[src/rtl/slrc_pkg.sv]
// Constants and types shared by the setups/run/cal command block
package slrc_pkg;

   // Clock and tick
   localparam int CLK_MHZ   = 125;
   localparam int T_TICK_US = 1;
   localparam int TICK_CYC  = CLK_MHZ * T_TICK_US;
   localparam int US_PER_MS = 1000;

   // Times as printed
   localparam int T_PAIR_MS     = 100;
   localparam int T_GAP_MS      = 100;
   localparam int T_SELF_RST_MS = 1000;
   localparam int T_ACK_US      = 250;
   localparam int T_CAL_ACK_US  = 450;
   localparam int T_CRC_ACK_US  = 800;
   localparam int T_EE_MS       = 370;

   // Times in 1 us ticks
   localparam int PAIR_US = T_PAIR_MS * US_PER_MS;
   localparam int GAP_US  = T_GAP_MS * US_PER_MS;
   localparam int IDLE_US = T_SELF_RST_MS * US_PER_MS;
   localparam int TMR_W   = 20;

   // Command and response bytes
   localparam logic [7:0] CMD_SETUPS   = 8'h01;
   localparam logic [7:0] CMD_RUN      = 8'h02;
   localparam logic [7:0] CMD_CAL      = 8'h03;
   localparam logic [7:0] CMD_RESET    = 8'h04;
   localparam logic [7:0] ACK_SETUPS   = 8'h53;
   localparam logic [7:0] ACK_RUN      = 8'hFD;
   localparam logic [7:0] ACK_CAL      = 8'hFC;
   localparam logic [7:0] RSP_CRC_BAD  = 8'hF0;
   localparam logic [7:0] RSP_TIMEOUT  = 8'hF1;
   localparam logic [7:0] RSP_EE_FAIL  = 8'hF2;
   localparam logic [7:0] RSP_OK       = 8'hFE;
   localparam logic [7:0] CRC_DUMMY    = 8'hD6;

   // Setups block and CRC
   localparam logic [7:0] SETUP_LEN = 8'h64;
   localparam logic [7:0] CRC_POLY  = 8'h31;
   localparam logic [7:0] CRC_INIT  = 8'h00;

   // Calibration length
   localparam logic [7:0] CAL_CYCLES = 8'h0F;
   localparam logic [7:0] NUM_KEYS   = 8'h0A;
   localparam logic [7:0] CAL_SLOTS  = CAL_CYCLES * NUM_KEYS;

   // Setup source after a load
   typedef enum logic [1:0] {
      SRC_NEW     = 2'h0,
      SRC_EEPROM  = 2'h1,
      SRC_FACTORY = 2'h2
   } slrc_src_t;

   // Main sequencer states
   typedef enum logic [2:0] {
      ST_RUN  = 3'h0,
      ST_LOAD = 3'h1,
      ST_EEWR = 3'h3,
      ST_SUSP = 3'h2,
      ST_CAL  = 3'h6
   } slrc_state_t;

endpackage : slrc_pkg

[src/rtl/slrc_ifs.sv]
// Interfaces between the sequencer, its timers and its CRC engine
interface slrc_tmr_if import slrc_pkg::*; ();
   logic             start;
   logic             stop;
   logic [TMR_W-1:0] limit;
   logic             expired;
   modport tmr  (input start, stop, limit, output expired);
   modport user (output start, stop, limit, input expired);
endinterface : slrc_tmr_if

interface slrc_crc_if;
   logic       clr;
   logic       en;
   logic [7:0] data;
   logic [7:0] crc;
   modport eng  (input clr, en, data, output crc);
   modport user (output clr, en, data, input crc);
endinterface : slrc_crc_if

[src/rtl/slrc_crc8.sv]
// Bytewise CRC-8 over the setups block data
module slrc_crc8 import slrc_pkg::*; (
   input wire logic clk,
   input wire logic rst,
   slrc_crc_if.eng  c
);

   typedef struct packed {
      logic [7:0] crc;
   } slrc_crc_regs_t;

   slrc_crc_regs_t r;
   slrc_crc_regs_t r_nxt;

   function automatic logic [7:0] slrc_crc_step(input logic [7:0] crc,
                                                input logic [7:0] d);
      logic [7:0] x;
      x = crc ^ d;
      for (int i = 0; i < 8; i++) begin
         x = x[7] ? ((x << 1) ^ CRC_POLY) : (x << 1);
      end
      return x;
   endfunction : slrc_crc_step

   always_comb begin
      r_nxt = r;
      if (c.clr) begin
         r_nxt.crc = CRC_INIT;
      end else if (c.en) begin
         r_nxt.crc = slrc_crc_step(r.crc, c.data);
      end
   end

   always_ff @(posedge clk) begin
      if (rst) begin
         r <= '{crc: CRC_INIT};
      end else begin
         r <= r_nxt;
      end
   end

   assign c.crc = r.crc;

endmodule : slrc_crc8

[src/rtl/slrc_timer.sv]
// Microsecond down-counter with a one-cycle expiry pulse
module slrc_timer import slrc_pkg::*; (
   input wire logic clk,
   input wire logic rst,
   slrc_tmr_if.tmr  t
);

   localparam logic [6:0] TICK_LAST = 7'(TICK_CYC - 1);

   typedef struct packed {
      logic [TMR_W-1:0] cnt;
      logic [6:0]       div;
      logic             run;
      logic             done;
   } slrc_tmr_regs_t;

   slrc_tmr_regs_t r;
   slrc_tmr_regs_t r_nxt;

   always_comb begin
      r_nxt      = r;
      r_nxt.done = 1'b0;
      if (t.start) begin
         r_nxt.cnt = t.limit;
         r_nxt.div = 7'h00;
         r_nxt.run = 1'b1;
      end else if (t.stop) begin
         r_nxt.run = 1'b0;
      end else if (r.run) begin
         if (r.div == TICK_LAST) begin
            r_nxt.div = 7'h00;
            if (r.cnt <= TMR_W'(1)) begin
               r_nxt.run  = 1'b0;
               r_nxt.done = 1'b1;
            end else begin
               r_nxt.cnt = r.cnt - TMR_W'(1);
            end
         end else begin
            r_nxt.div = r.div + 7'h01;
         end
      end
   end

   always_ff @(posedge clk) begin
      if (rst) begin
         r <= '{cnt: '0, div: 7'h00, run: 1'b0, done: 1'b0};
      end else begin
         r <= r_nxt;
      end
   end

   assign t.expired = r.done;

endmodule : slrc_timer

[src/rtl/slrc_cmd_top.sv]
// Setups-load, run and calibrate command sequencer
//
// Functional notes
// RQ1 - Commands 01/02/03 act only when sent twice back to back within 100ms.
// RQ2 - Setups-load double answers 0x53 at once, sent when flow line is high.
// RQ3 - Host resyncs with return-last-command twice, then repeats command.
// RQ4 - After 0x53 bursts stop; host streams block and CRC uninterrupted.
// RQ5 - Host keeps block byte gaps between 10us and 100ms.
// RQ6 - Gap over 100ms sends 0xF1, aborts, reloads EEPROM or factory setups.
// RQ7 - After timeout abort, no 01..04 within 1s causes self-reset.
// RQ8 - Host watches for 0xF1 during block and restarts the load.
// RQ9 - In SPI mode host shifts nulls to fetch every response.
// RQ10 - Without EEPROM, CRC checked; F0 bad, FE good; factory on failure.
// RQ11 - With EEPROM and good CRC, block written; F2 on failure, FE success.
// RQ12 - Host resets device if no answer 370ms after block.
// RQ13 - EEPROM written only after clean block with good or dummy CRC.
// RQ14 - After load suspend; no 01..04 in 1s self-resets then calibrates.
// RQ15 - F2 runs factory defaults; F0 or F1 runs stored EEPROM setups.
// RQ16 - Block CRC covers block data only, never the command byte.
// RQ17 - CRC byte 0xD6 always accepted; true CRC still stored.
// RQ18 - Host: threshold edits need calibrate, spread-spectrum edits a reset.
// RQ19 - Run double resumes sensing without recalibration, answers 0xFD.
// RQ20 - Calibrate double answers 0xFC, then calibrates all keys together.
// RQ21 - Calibration lasts 150 timeslots always; also entered after reset. Here a setups double during calibration ends it early.
// RQ22 - Host polls highest enabled key status for calibration progress.
// RQ23 - Host waits for flow line high; 10us grace at a late pull-down.
// RQ24 - Flow line held low during acquisition bursts.
// RQ25 - Fixed block length marks the trailing CRC byte.
module slrc_cmd_top import slrc_pkg::*; #(
   parameter int P_PAIR_US = PAIR_US,
   parameter int P_GAP_US  = GAP_US,
   parameter int P_IDLE_US = IDLE_US
) (
   input  wire logic       clk,
   input  wire logic       rst,
   input  wire logic       rx_valid,
   input  wire logic [7:0] rx_data,
   input  wire logic       tx_ready,
   output logic            tx_valid,
   output logic [7:0]      tx_data,
   input  wire logic       flow_ready_line_in,
   output logic            flow_ready_line_out,
   output logic            flow_ready_line_oe,
   input  wire logic       burst_active,
   input  wire logic       slot_tick,
   input  wire logic       eeprom_present_strap,
   input  wire logic       eeprom_valid,
   input  wire logic       ee_done,
   input  wire logic       ee_ok,
   output logic            ee_write_start,
   output logic [7:0]      ee_crc,
   output logic            setup_byte_valid,
   output logic [7:0]      setup_byte_data,
   output logic            setup_apply,
   output slrc_src_t       setup_src,
   output logic            acq_halt,
   output logic            calibrating,
   output logic            cal_start,
   output logic            self_reset
);

   typedef struct packed {
      slrc_state_t st;
      logic        pend;
      logic [7:0]  pend_cmd;
      logic [7:0]  cnt;
      logic [7:0]  slots;
      logic [7:0]  rsp;
      logic        rsp_pend;
      logic        tx_valid;
      logic [7:0]  tx_data;
      logic        flow_oe;
      logic        acq_halt;
      logic        calibrating;
      logic        cal_start;
      logic        self_reset;
      logic        ee_start;
      logic [7:0]  ee_crc;
      logic        apply;
      slrc_src_t   src;
      logic        sb_valid;
      logic [7:0]  sb_data;
      logic [1:0]  strap_sync;
      logic [1:0]  fr_sync;
   } slrc_regs_t;

   slrc_regs_t r;
   slrc_regs_t r_nxt;

   slrc_tmr_if tp ();
   slrc_tmr_if tl ();
   slrc_crc_if ci ();

   logic      ee_present;
   logic      pairing;
   logic      dbl_c;
   logic      crc_byte;
   logic      crc_good;
   slrc_src_t reload_src;

   slrc_timer u_pair_tmr (
      .clk (clk),
      .rst (rst),
      .t   (tp.tmr)
   );

   slrc_timer u_long_tmr (
      .clk (clk),
      .rst (rst),
      .t   (tl.tmr)
   );

   slrc_crc8 u_crc (
      .clk (clk),
      .rst (rst),
      .c   (ci.eng)
   );

   // Strap tied high means no EEPROM
   assign ee_present = ~r.strap_sync[1];
   assign pairing    = (r.st != ST_LOAD) && (r.st != ST_EEWR);
   assign dbl_c      = pairing && rx_valid && r.pend &&
                       (rx_data == r.pend_cmd) && !tp.expired &&
                       !(r.st == ST_SUSP && tl.expired); // [RQ1]
   assign crc_byte   = (r.st == ST_LOAD) && rx_valid &&
                       (r.cnt == SETUP_LEN); // [RQ25]
   assign crc_good   = (rx_data == ci.crc) || (rx_data == CRC_DUMMY); // [RQ17]
   assign reload_src = (ee_present && eeprom_valid) ? SRC_EEPROM
                                                    : SRC_FACTORY; // [RQ15]

   always_comb begin
      r_nxt             = r;
      r_nxt.cal_start   = 1'b0;
      r_nxt.self_reset  = 1'b0;
      r_nxt.ee_start    = 1'b0;
      r_nxt.apply       = 1'b0;
      r_nxt.sb_valid    = 1'b0;
      r_nxt.strap_sync  = {r.strap_sync[0], eeprom_present_strap};
      r_nxt.fr_sync     = {r.fr_sync[0], flow_ready_line_in};
      tp.start          = 1'b0;
      tp.stop           = 1'b0;
      tp.limit          = TMR_W'(P_PAIR_US);
      tl.start          = 1'b0;
      tl.stop           = 1'b0;
      tl.limit          = TMR_W'(P_IDLE_US);
      ci.clr            = 1'b0;
      ci.en             = 1'b0;
      ci.data           = rx_data;

      // Pair window lapsed: first byte forgotten, no reset
      if (tp.expired && pairing) begin
         r_nxt.pend = 1'b0; // [RQ1]
      end

      // Response hand-off, waits for the flow line high
      if (r.tx_valid && tx_ready) begin
         r_nxt.tx_valid = 1'b0;
      end
      if (r.rsp_pend && !r.tx_valid && r.fr_sync[1]) begin
         r_nxt.tx_valid = 1'b1; // [RQ2]
         r_nxt.tx_data  = r.rsp;
         r_nxt.rsp_pend = 1'b0;
      end

      // Line low during bursts and while the EEPROM is busy
      r_nxt.flow_oe = burst_active || (r.st == ST_EEWR); // [RQ24]

      unique case (r.st)
         ST_LOAD: begin
            if (rx_valid && !crc_byte) begin
               tp.start       = 1'b1;
               tp.limit       = TMR_W'(P_GAP_US);
               ci.en          = 1'b1; // [RQ16]
               r_nxt.sb_valid = 1'b1;
               r_nxt.sb_data  = rx_data;
               r_nxt.cnt      = r.cnt + 8'h01;
            end else if (crc_byte) begin
               tp.stop      = 1'b1;
               r_nxt.ee_crc = ci.crc; // [RQ17]
               if (!crc_good) begin
                  r_nxt.rsp      = RSP_CRC_BAD; // [RQ10]
                  r_nxt.rsp_pend = 1'b1;
                  r_nxt.src      = reload_src; // [RQ15]
                  r_nxt.apply    = 1'b1;
                  r_nxt.st       = ST_SUSP;
                  tl.start       = 1'b1; // [RQ14]
               end else if (!ee_present) begin
                  r_nxt.rsp      = RSP_OK; // [RQ10]
                  r_nxt.rsp_pend = 1'b1;
                  r_nxt.src      = SRC_NEW;
                  r_nxt.apply    = 1'b1;
                  r_nxt.st       = ST_SUSP;
                  tl.start       = 1'b1; // [RQ14]
               end else begin
                  r_nxt.ee_start = 1'b1; // [RQ13]
                  r_nxt.st       = ST_EEWR;
               end
            end else if (tp.expired) begin
               r_nxt.rsp      = RSP_TIMEOUT; // [RQ6]
               r_nxt.rsp_pend = 1'b1;
               r_nxt.src      = reload_src; // [RQ6]
               r_nxt.apply    = 1'b1;
               r_nxt.st       = ST_SUSP;
               tl.start       = 1'b1; // [RQ7]
            end
         end
         ST_EEWR: begin
            if (ee_done) begin
               r_nxt.rsp      = ee_ok ? RSP_OK : RSP_EE_FAIL; // [RQ11]
               r_nxt.rsp_pend = 1'b1;
               r_nxt.src      = ee_ok ? SRC_NEW : SRC_FACTORY; // [RQ15]
               r_nxt.apply    = 1'b1;
               r_nxt.st       = ST_SUSP;
               tl.start       = 1'b1; // [RQ14]
            end
         end
         ST_CAL: begin
            if (slot_tick) begin
               if (r.slots == CAL_SLOTS - 8'h01) begin
                  r_nxt.calibrating = 1'b0; // [RQ21]
                  r_nxt.st          = ST_RUN;
               end else begin
                  r_nxt.slots = r.slots + 8'h01;
               end
            end
         end
         ST_SUSP: begin
            if (tl.expired) begin
               r_nxt.self_reset  = 1'b1; // [RQ14]
               r_nxt.st          = ST_CAL;
               r_nxt.calibrating = 1'b1;
               r_nxt.cal_start   = 1'b1;
               r_nxt.slots       = 8'h00;
               r_nxt.acq_halt    = 1'b0;
               r_nxt.pend        = 1'b0;
            end
         end
         ST_RUN: begin
         end
      endcase

      // Any of 01..04 cancels the self-reset countdown
      if (pairing && rx_valid && (rx_data >= CMD_SETUPS) &&
          (rx_data <= CMD_RESET)) begin
         tl.stop = 1'b1; // [RQ7]
      end

      // Double-command detection
      if (pairing && rx_valid && !(r.st == ST_SUSP && tl.expired)) begin
         if (dbl_c) begin
            r_nxt.pend = 1'b0;
            tp.stop    = 1'b1;
            if (r.pend_cmd == CMD_SETUPS) begin
               r_nxt.rsp      = ACK_SETUPS; // [RQ2]
               r_nxt.rsp_pend = 1'b1;
               r_nxt.st       = ST_LOAD;
               r_nxt.acq_halt = 1'b1; // [RQ4]
               r_nxt.calibrating = 1'b0;
               r_nxt.cnt      = 8'h00;
               ci.clr         = 1'b1; // [RQ16]
               tp.stop        = 1'b0;
               tp.start       = 1'b1;
               tp.limit       = TMR_W'(P_GAP_US); // [RQ6]
            end else if (r.pend_cmd == CMD_RUN) begin
               r_nxt.rsp      = ACK_RUN; // [RQ19]
               r_nxt.rsp_pend = 1'b1;
               r_nxt.acq_halt = 1'b0;
               if (r.st != ST_CAL) begin
                  r_nxt.st = ST_RUN;
               end
            end else begin
               r_nxt.rsp         = ACK_CAL; // [RQ20]
               r_nxt.rsp_pend    = 1'b1;
               r_nxt.st          = ST_CAL;
               r_nxt.calibrating = 1'b1;
               r_nxt.cal_start   = 1'b1;
               r_nxt.slots       = 8'h00;
               r_nxt.acq_halt    = 1'b0;
            end
         end else if ((rx_data >= CMD_SETUPS) && (rx_data <= CMD_CAL)) begin
            r_nxt.pend     = 1'b1; // [RQ1]
            r_nxt.pend_cmd = rx_data;
            tp.start       = 1'b1;
         end else begin
            r_nxt.pend = 1'b0; // [RQ1]
         end
      end
   end

   always_ff @(posedge clk) begin
      if (rst) begin
         r <= '{st: ST_CAL, calibrating: 1'b1, src: SRC_NEW,
                strap_sync: 2'h3, default: '0}; // [RQ21]
      end else begin
         r <= r_nxt;
      end
   end

   assign tx_valid            = r.tx_valid;
   assign tx_data             = r.tx_data;
   assign flow_ready_line_out = 1'b0;
   assign flow_ready_line_oe  = r.flow_oe;
   assign ee_write_start      = r.ee_start;
   assign ee_crc              = r.ee_crc;
   assign setup_byte_valid    = r.sb_valid;
   assign setup_byte_data     = r.sb_data;
   assign setup_apply         = r.apply;
   assign setup_src           = r.src;
   assign acq_halt            = r.acq_halt;
   assign calibrating         = r.calibrating;
   assign cal_start           = r.cal_start;
   assign self_reset          = r.self_reset;
endmodule : slrc_cmd_top

[config.mk]
export PLATFORM = sky130hd
export DESIGN_NAME = slrc_cmd_top
export DESIGN_NICKNAME = d
export VERILOG_FILES = /design/src/rtl/slrc_pkg.sv /design/src/rtl/slrc_ifs.sv /design/src/rtl/slrc_crc8.sv /design/src/rtl/slrc_timer.sv /design/src/rtl/slrc_cmd_top.sv
export SDC_FILE = /design/constraint.sdc
export NUM_CORES = 1
export LEC_CHECK = 0
export BUFFER_PORTS_ARGS = -buffer_cell sky130_fd_sc_hd__buf_2
export CAP_MARGIN = 10
export CELL_PAD_IN_SITES_DETAIL_PLACEMENT = 1
export CELL_PAD_IN_SITES_GLOBAL_PLACEMENT = 1
export CORE_AREA = 2 2 188 135
export CTS_BUF_LIST = sky130_fd_sc_hd__clkbuf_8
export DETAILED_ROUTE_END_ITERATION = 8
export DIE_AREA = 0 0 190 137
export PLACE_DENSITY = 0.58
export SYNTH_ARGS = -nofsm -noshare
export SYNTH_HDL_FRONTEND = slang
export SYNTH_SLANG_ARGS = --single-unit
[constraint.sdc]
create_clock -name clk -period 3.3 [get_ports clk]
set_clock_uncertainty 0.2 [all_clocks]
set_input_delay 0 -clock clk [delete_from_list [all_inputs] [get_ports clk]]
set_output_delay 0 -clock clk [all_outputs]
set_load 0.02 [all_outputs]
Word-level counts from Yosys, hierarchy flattened
Index checks and enable logic that the tools add are counted.
{ "totals": {"regBits": 142, "out_inout_bits": 36, "word_cells": 255} }
{ "classes": {"n_addsub": 6, "magnitude_cmp": 5, "n_eq_ne": 24, "muxes": 114, "bitwise": 24, "reduce_logical": 49} }
{ "op_table": {"columns": ["operator", "n"], "rows": [
  ["8-bit two-way mux", 10],
  ["9-bit two-way mux", 8],
  ["3-bit two-way mux", 18],
  ["25-bit two-way mux", 2],
  ["6-bit two-way mux", 8],
  ["20-bit by 1-bit less-or-equal comparator with 1-bit output (second input constant)", 2],
  ["20-bit two-way mux", 2],
  ["20-bit by 1-bit subtractor with 20-bit output (second input constant)", 2],
  ["37-bit two-way mux", 1],
  ["1-bit two-way mux", 36],
  ["17-bit two-way mux", 2],
  ["29-bit two-way mux", 1],
  ["28-bit two-way mux", 1],
  ["27-bit two-way mux", 1],
  ["26-bit two-way mux", 1],
  ["24-bit two-way mux", 1],
  ["3-bit inverter", 8],
  ["2-bit two-way mux", 10],
  ["1-bit logical AND", 19],
  ["9-bit case mux with 2 select lines", 1],
  ["8-bit by 1-bit adder with 8-bit output (second input constant)", 2],
  ["8-bit equality test", 2],
  ["8-bit equality test (second input constant)", 2],
  ["8-bit case mux with 2 select lines", 1],
  ["other kinds (33)", 81]
]} }

Longest topological paths before layout
{ "depth": {"depth_word": 17, "ltp_mapped": 10, "depth_no_buf": 8} }

Cells and area by module
From an unflattened synthesis, not the netlist that was laid out.
{ "unflattened": {"hier_cells": 905, "hier_area_um2": 7837.5} }
{ "modules_own_cells": {"columns": ["mod", "n_inst", "cells_per_inst", "area_per_inst_um2", "seq_area_each_um2"], "rows": [
  ["slrc_cmd_top", 1, 452, 3807.4, 1521.5],
  ["slrc_timer at u_long_tmr", 1, 204, 1770.4, 580.6],
  ["slrc_timer at u_pair_tmr", 1, 197, 1735.4, 580.6],
  ["slrc_crc8", 1, 52, 524.3, 160.2]
]} }

Worst setup path after synthesis
OpenSTA, ideal clock, no wires.
{ "synth_timing": {"path_type": "register to register", "startpoint": "register u_pair_tmr.r[9] in the netlist's numbering", "endpoint": "register u_pair_tmr.r[24] in the netlist's numbering", "t_arrival_ns": 2.354, "slack_ns": 0.672, "path_stages_with_launch": 8, "period_less_slack_ns": 2.628, "path_cell_list": "dfxtp_1 -> inv_1 -> ha_1 -> o2111ai_1 -> o2111ai_2 -> or3_4 -> or4b_2 -> a31oi_1"} }
{ "synth_via": {"elab_chain_len": 6, "word_cells_on_any_way": 9} }
{ "synth_rtl": {"columns": ["element", "line", "text"], "rows": [
  ["start, declared", "slrc_timer.sv:17", "slrc_tmr_regs_t r;"],
  ["start signal, assigned", "slrc_timer.sv:46", "r <= '{cnt: '0, div: 7'h00, run: 1'b0, done: 1'b0};"],
  ["start signal, assigned", "slrc_timer.sv:48", "r <= r_nxt;"],
  ["20-bit by 1-bit subtractor with 20-bit output", "slrc_timer.sv:36", "r_nxt.cnt = r.cnt - TMR_W'(1);"],
  ["17-bit two-way mux", "slrc_timer.sv:32", "if (r.cnt <= TMR_W'(1)) begin"],
  ["17-bit two-way mux", "slrc_timer.sv:30", "if (r.div == TICK_LAST) begin"],
  ["26-bit two-way mux", "slrc_timer.sv:29", "end else if (r.run) begin"],
  ["24-bit two-way mux", "slrc_timer.sv:27", "end else if (t.stop) begin"],
  ["25-bit two-way mux", "slrc_timer.sv:23", "if (t.start) begin"]
]} }
Several ways; a longest one is shown, not always the timed one. The select of a mux whose other input is x is not followed.
A chain may end at the register's enable or synchronous reset.

Worst setup path after layout
{ "layout_timing": {"startpoint": "register u_crc.r, in the netlist u_crc.c.crc[7]", "endpoint": "register r, in the netlist setup_src[0]"} }
{ "layout_via": {"elab_chain_len": 6, "word_cells_on_any_way": 8} }
{ "layout_rtl": {"columns": ["element", "line", "text"], "rows": [
  ["start, declared", "slrc_crc8.sv:12", "slrc_crc_regs_t r;"],
  ["start signal, assigned", "slrc_crc8.sv:36", "r <= '{crc: CRC_INIT};"],
  ["start signal, assigned", "slrc_crc8.sv:38", "r <= r_nxt;"],
  ["8-bit equality test *", "slrc_cmd_top.sv:127", "assign crc_good = (rx_data == ci.crc) || (rx_data == CRC_DUMMY);"],
  ["1-bit logical OR *", "slrc_cmd_top.sv:127", null],
  ["3-bit two-way mux", "slrc_cmd_top.sv:180", "if (!crc_good) begin"],
  ["3-bit two-way mux", "slrc_cmd_top.sv:177", "end else if (crc_byte) begin"],
  ["3-bit two-way mux", "slrc_cmd_top.sv:170", "if (rx_valid && !crc_byte) begin"],
  ["3-bit case mux with 2 select lines", "slrc_cmd_top.sv:168", "unique case (r.st)"],
  ["end signal, assigned", "slrc_cmd_top.sv:292", "r <= '{st: ST_CAL, calibrating: 1'b1, src: SRC_NEW,"],
  ["end signal, assigned", "slrc_cmd_top.sv:295", "r <= r_nxt;"],
  ["end, declared", "slrc_cmd_top.sv:87", "slrc_regs_t r;"]
]} }
Every way passes the cells marked *; elsewhere a longest branch is shown, timed or not. The select of a mux whose other input is x is not followed.

==> results.toml <==
[worst_setup_path]
path_max_fanout = 17
cp-start-kind = "register"
cp_slowest_stage_delay_ns = 0.69
crit_chain = "xnor2_1 > nand2_1 > o41ai_2 > a22o_1 > buf_4 > a32oi_1 > nor2_1 > dlygate4sd3_1"
cp_slowest_cell = "o41ai_2"
cp.required_ns = 3.52
critical_path_class = "reg -> reg"
crit_path_end_kind = "register"
cp.arrival_ns = 3.30

[final_layout]
fillers = 2844
multiInputGateArea_um2 = 3600
synthToLayoutAreaGrowth_pct = 15.1
drive_above_1_share_pct = 14.5
n_antenna_cell = 0
fin_nets = 883
stdcell_area_um2 = 7970
seq_area_um2 = 2840

[clocking]
numCtsBuffers = 17
clock_path_buffers = 2
clk-insertion-delay-late_ns = 0.48
post-cts-setup-buffers = 0
h-tree-depth = 4
cts.sinks = 142
cts_root_buf = "clkbuf_8"
cts_tree = "done"
clkTransAtPathRegs_ns = 0.10

[global_route]
grt_first_pass_wirelength_um = 32100
antenna_found_initial = 0
grtUsageTotal_pct = 15.9
grt_overflow = 0
first_global_vias = 5796
grt_max_degree = 36

[route]
dr.pass1.iters = 4
finalWirelength_um = 19600
ant_nets = 0
drc_errors = 0
viasPerCell = 4.87
vias = 5791
wl_per_cell_um = 16.5
drt_iter0_drc = 272

[yosys]
synth_top_area_cell = "dfxtp_1"
avgSynthCellArea_um2 = 8.54
syn_area_um2 = 6920
yosys.cell_count.top_type = "dfxtp_1"
synth.distinct_cells = 65
synthesis.nets = 842
ys_top_cells_by_count = "dfxtp_1 (142), nor2_1 (93), a21oi_1 (74)"
netlist_instances = 811
synth_seq_cells = 142
synth_top_area_share_pct = 41.1
yosysWarnings = 0
ys.flop_type = "dfxtp_1"
synth-edff-count = 0
yosysSeqAreaShare_pct = 41.1
postSynth.asyncResetShare_pct = 0
yosys-top-cells-area = "dfxtp_1 (41%), xnor2_1 (6.7%), a21oi_1 (5.3%), nor2_1 (5.0%), nand2_1 (3.4%)"

[power_and_ir_drop]
p_int_w = 0.00251
switchingPower_w = 0.000871
peakVddDrop_uv = 232
p_leak_nw = 2.95
p_seq_share_pct = 50.9
fin_total_pwr_w = 0.00338
p_comb_share_pct = 4.7
p_sw_share_pct = 25.7
power_frac_clock_pct = 44.3
p_per_area_nw_per_um2 = 424

[die]
io_pins = 55
fp.dieW_um = 190
core_area_um2 = 24200
die_area_um2 = 26000
row_count = 48
start_util_pct = 28.6
die_y_um = 137

[min_path]
holdCritPathClass = "in -> reg"

[placed_design]
port_buffers = 53
dpl_cell_area_um2 = 7330
dp_hpwl_um = 14000
pre_cts_slack_ns = 0.533
place_congestion = 0.779

[sta]
final-setup-viol-count = 0
rsz0062_at_grt = "false"
hold-worst-slack_ns = 0.0385
fin_ws_ns = 0.228
tightestPinTransition_ns = 1.01
slew_viol_final = 0
finalCritPeriodShare_pct = 93.1
min_period_ns = 3.07
final_hold_viol_count = 0
slew_headroom_pct = 32.9
tns_ns = 0
max_freq_mhz = 325

[status]
status = "finished clean"

[flow_run]
drv_cap = 0
[per-stage QoR]
step / utilization [%] / instances
5_1_grt: 32.9 / 1190
2_1_floorplan: - / 811
3_3_place_gp: 30.3 / 1136
6_report: 32.9 / 1190
4_1_cts: 32.9 / 1190
3_5_place_dp: 30.3 / 1136
[cell families after synthesis]
| group | share of synthesized area [%] |
|---|---|
| xor gates and xnor gates | 9.45 |
| muxes | 1.63 |
| DFF | 41.1 |
| buffers and inverters | 7.03 |
| other | 0.0542 |
| AOI/OAI and AO/OA | 14.3 |
| adders and majority gates | 2.17 |
| and+or+nand+nor | 24.3 |
[placed cells by master, fill, tap and decap left out, drive strengths merged, types with 3 or more instances in the layout]
cell	count
nand2	62
or3	16
mux2i	9
nor4	15
clkbuf	19
xnor2	53
nand2b	6
dfxtp	142
or4	11
or2	6
nor4b	9
and4	4
a211oi	9
xor2	19
a31oi	11
nor3b	4
o31ai	3
nand4	13
ha	12
and3	7
buf	72
nor3	24
a211o	3
o2111ai	7
o21ai	28
nor2	93
dlygate4sd3	22
a311oi	6
a21oi	74
nor2b	11
inv	25
and2	12
clkinv	5
nand3	17
[sequential cells by signal, summed over array words and instances, names as in the netlist, 2 cells and up]
register and flops:
r 41, setup_byte_data 8, setup_src 2, tx_data 8
u_long_tmr.r 28, ee_crc 8, u_pair_tmr.r 28, u_crc.c.crc 8
[worst max-delay path, delay by kind of cell, from the launching register on]
kind                      cells  cell delay (ns)
AOI/OAI and AO/OA             3             1.03
and+or+nand+nor               2             0.22
xor gates and xnor gates      1             0.41
buffers and inverters         2             0.81
DFF                           1             0.35
[cell type report]
type	instances	share of cell area, %
Multi-Input combinational cell	576	45.2
Sequential cell	142	35.7
Clock buffer	19	3.28
Timing Repair Buffer	94	7.88
Clock inverter	13	1.93
Inverter	21	0.989
Tap cell	325	5.10
[final timing paths]
path,start,to,slack (ns),cells past startpoint
worst max register to register,u_crc.c.crc[7],setup_src[0],0.23,8
worst min register to register,r[2],r[3],0.22,1
worst min-delay path,eeprom_present_strap,r[2],0.04,3
worst max-delay path,u_crc.c.crc[7],setup_src[0],0.23,8
[per-layer routing]
layer | wire [µm] | GRT usage, %
met1 | 10500 | 22.7
met2 | 8270 | 23.7
met3 | 700 | 4.26
met4 | 167 | 3.70
met5 | 0 | 0
[power groups by stage]
stage,clock network [W],registers (W),logic (W)
global route,0.00162,0.00172,0.000176
CTS,0.00154,0.00172,0.000162
finish,0.00150,0.00172,0.000160
global placement,0,0.00176,0.000143
detailed placement,0,0.00176,0.000142
floorplan,0,0.00176,0.0000945
[repair_timing]
item	4_1_cts	5_1_grt
setup endpoints to repair	0	1
hold buffers	22	0
gates resized for setup	0	1
hold endpoints to repair	81	0
Note: power is estimated with default switching activity, not from simulation.
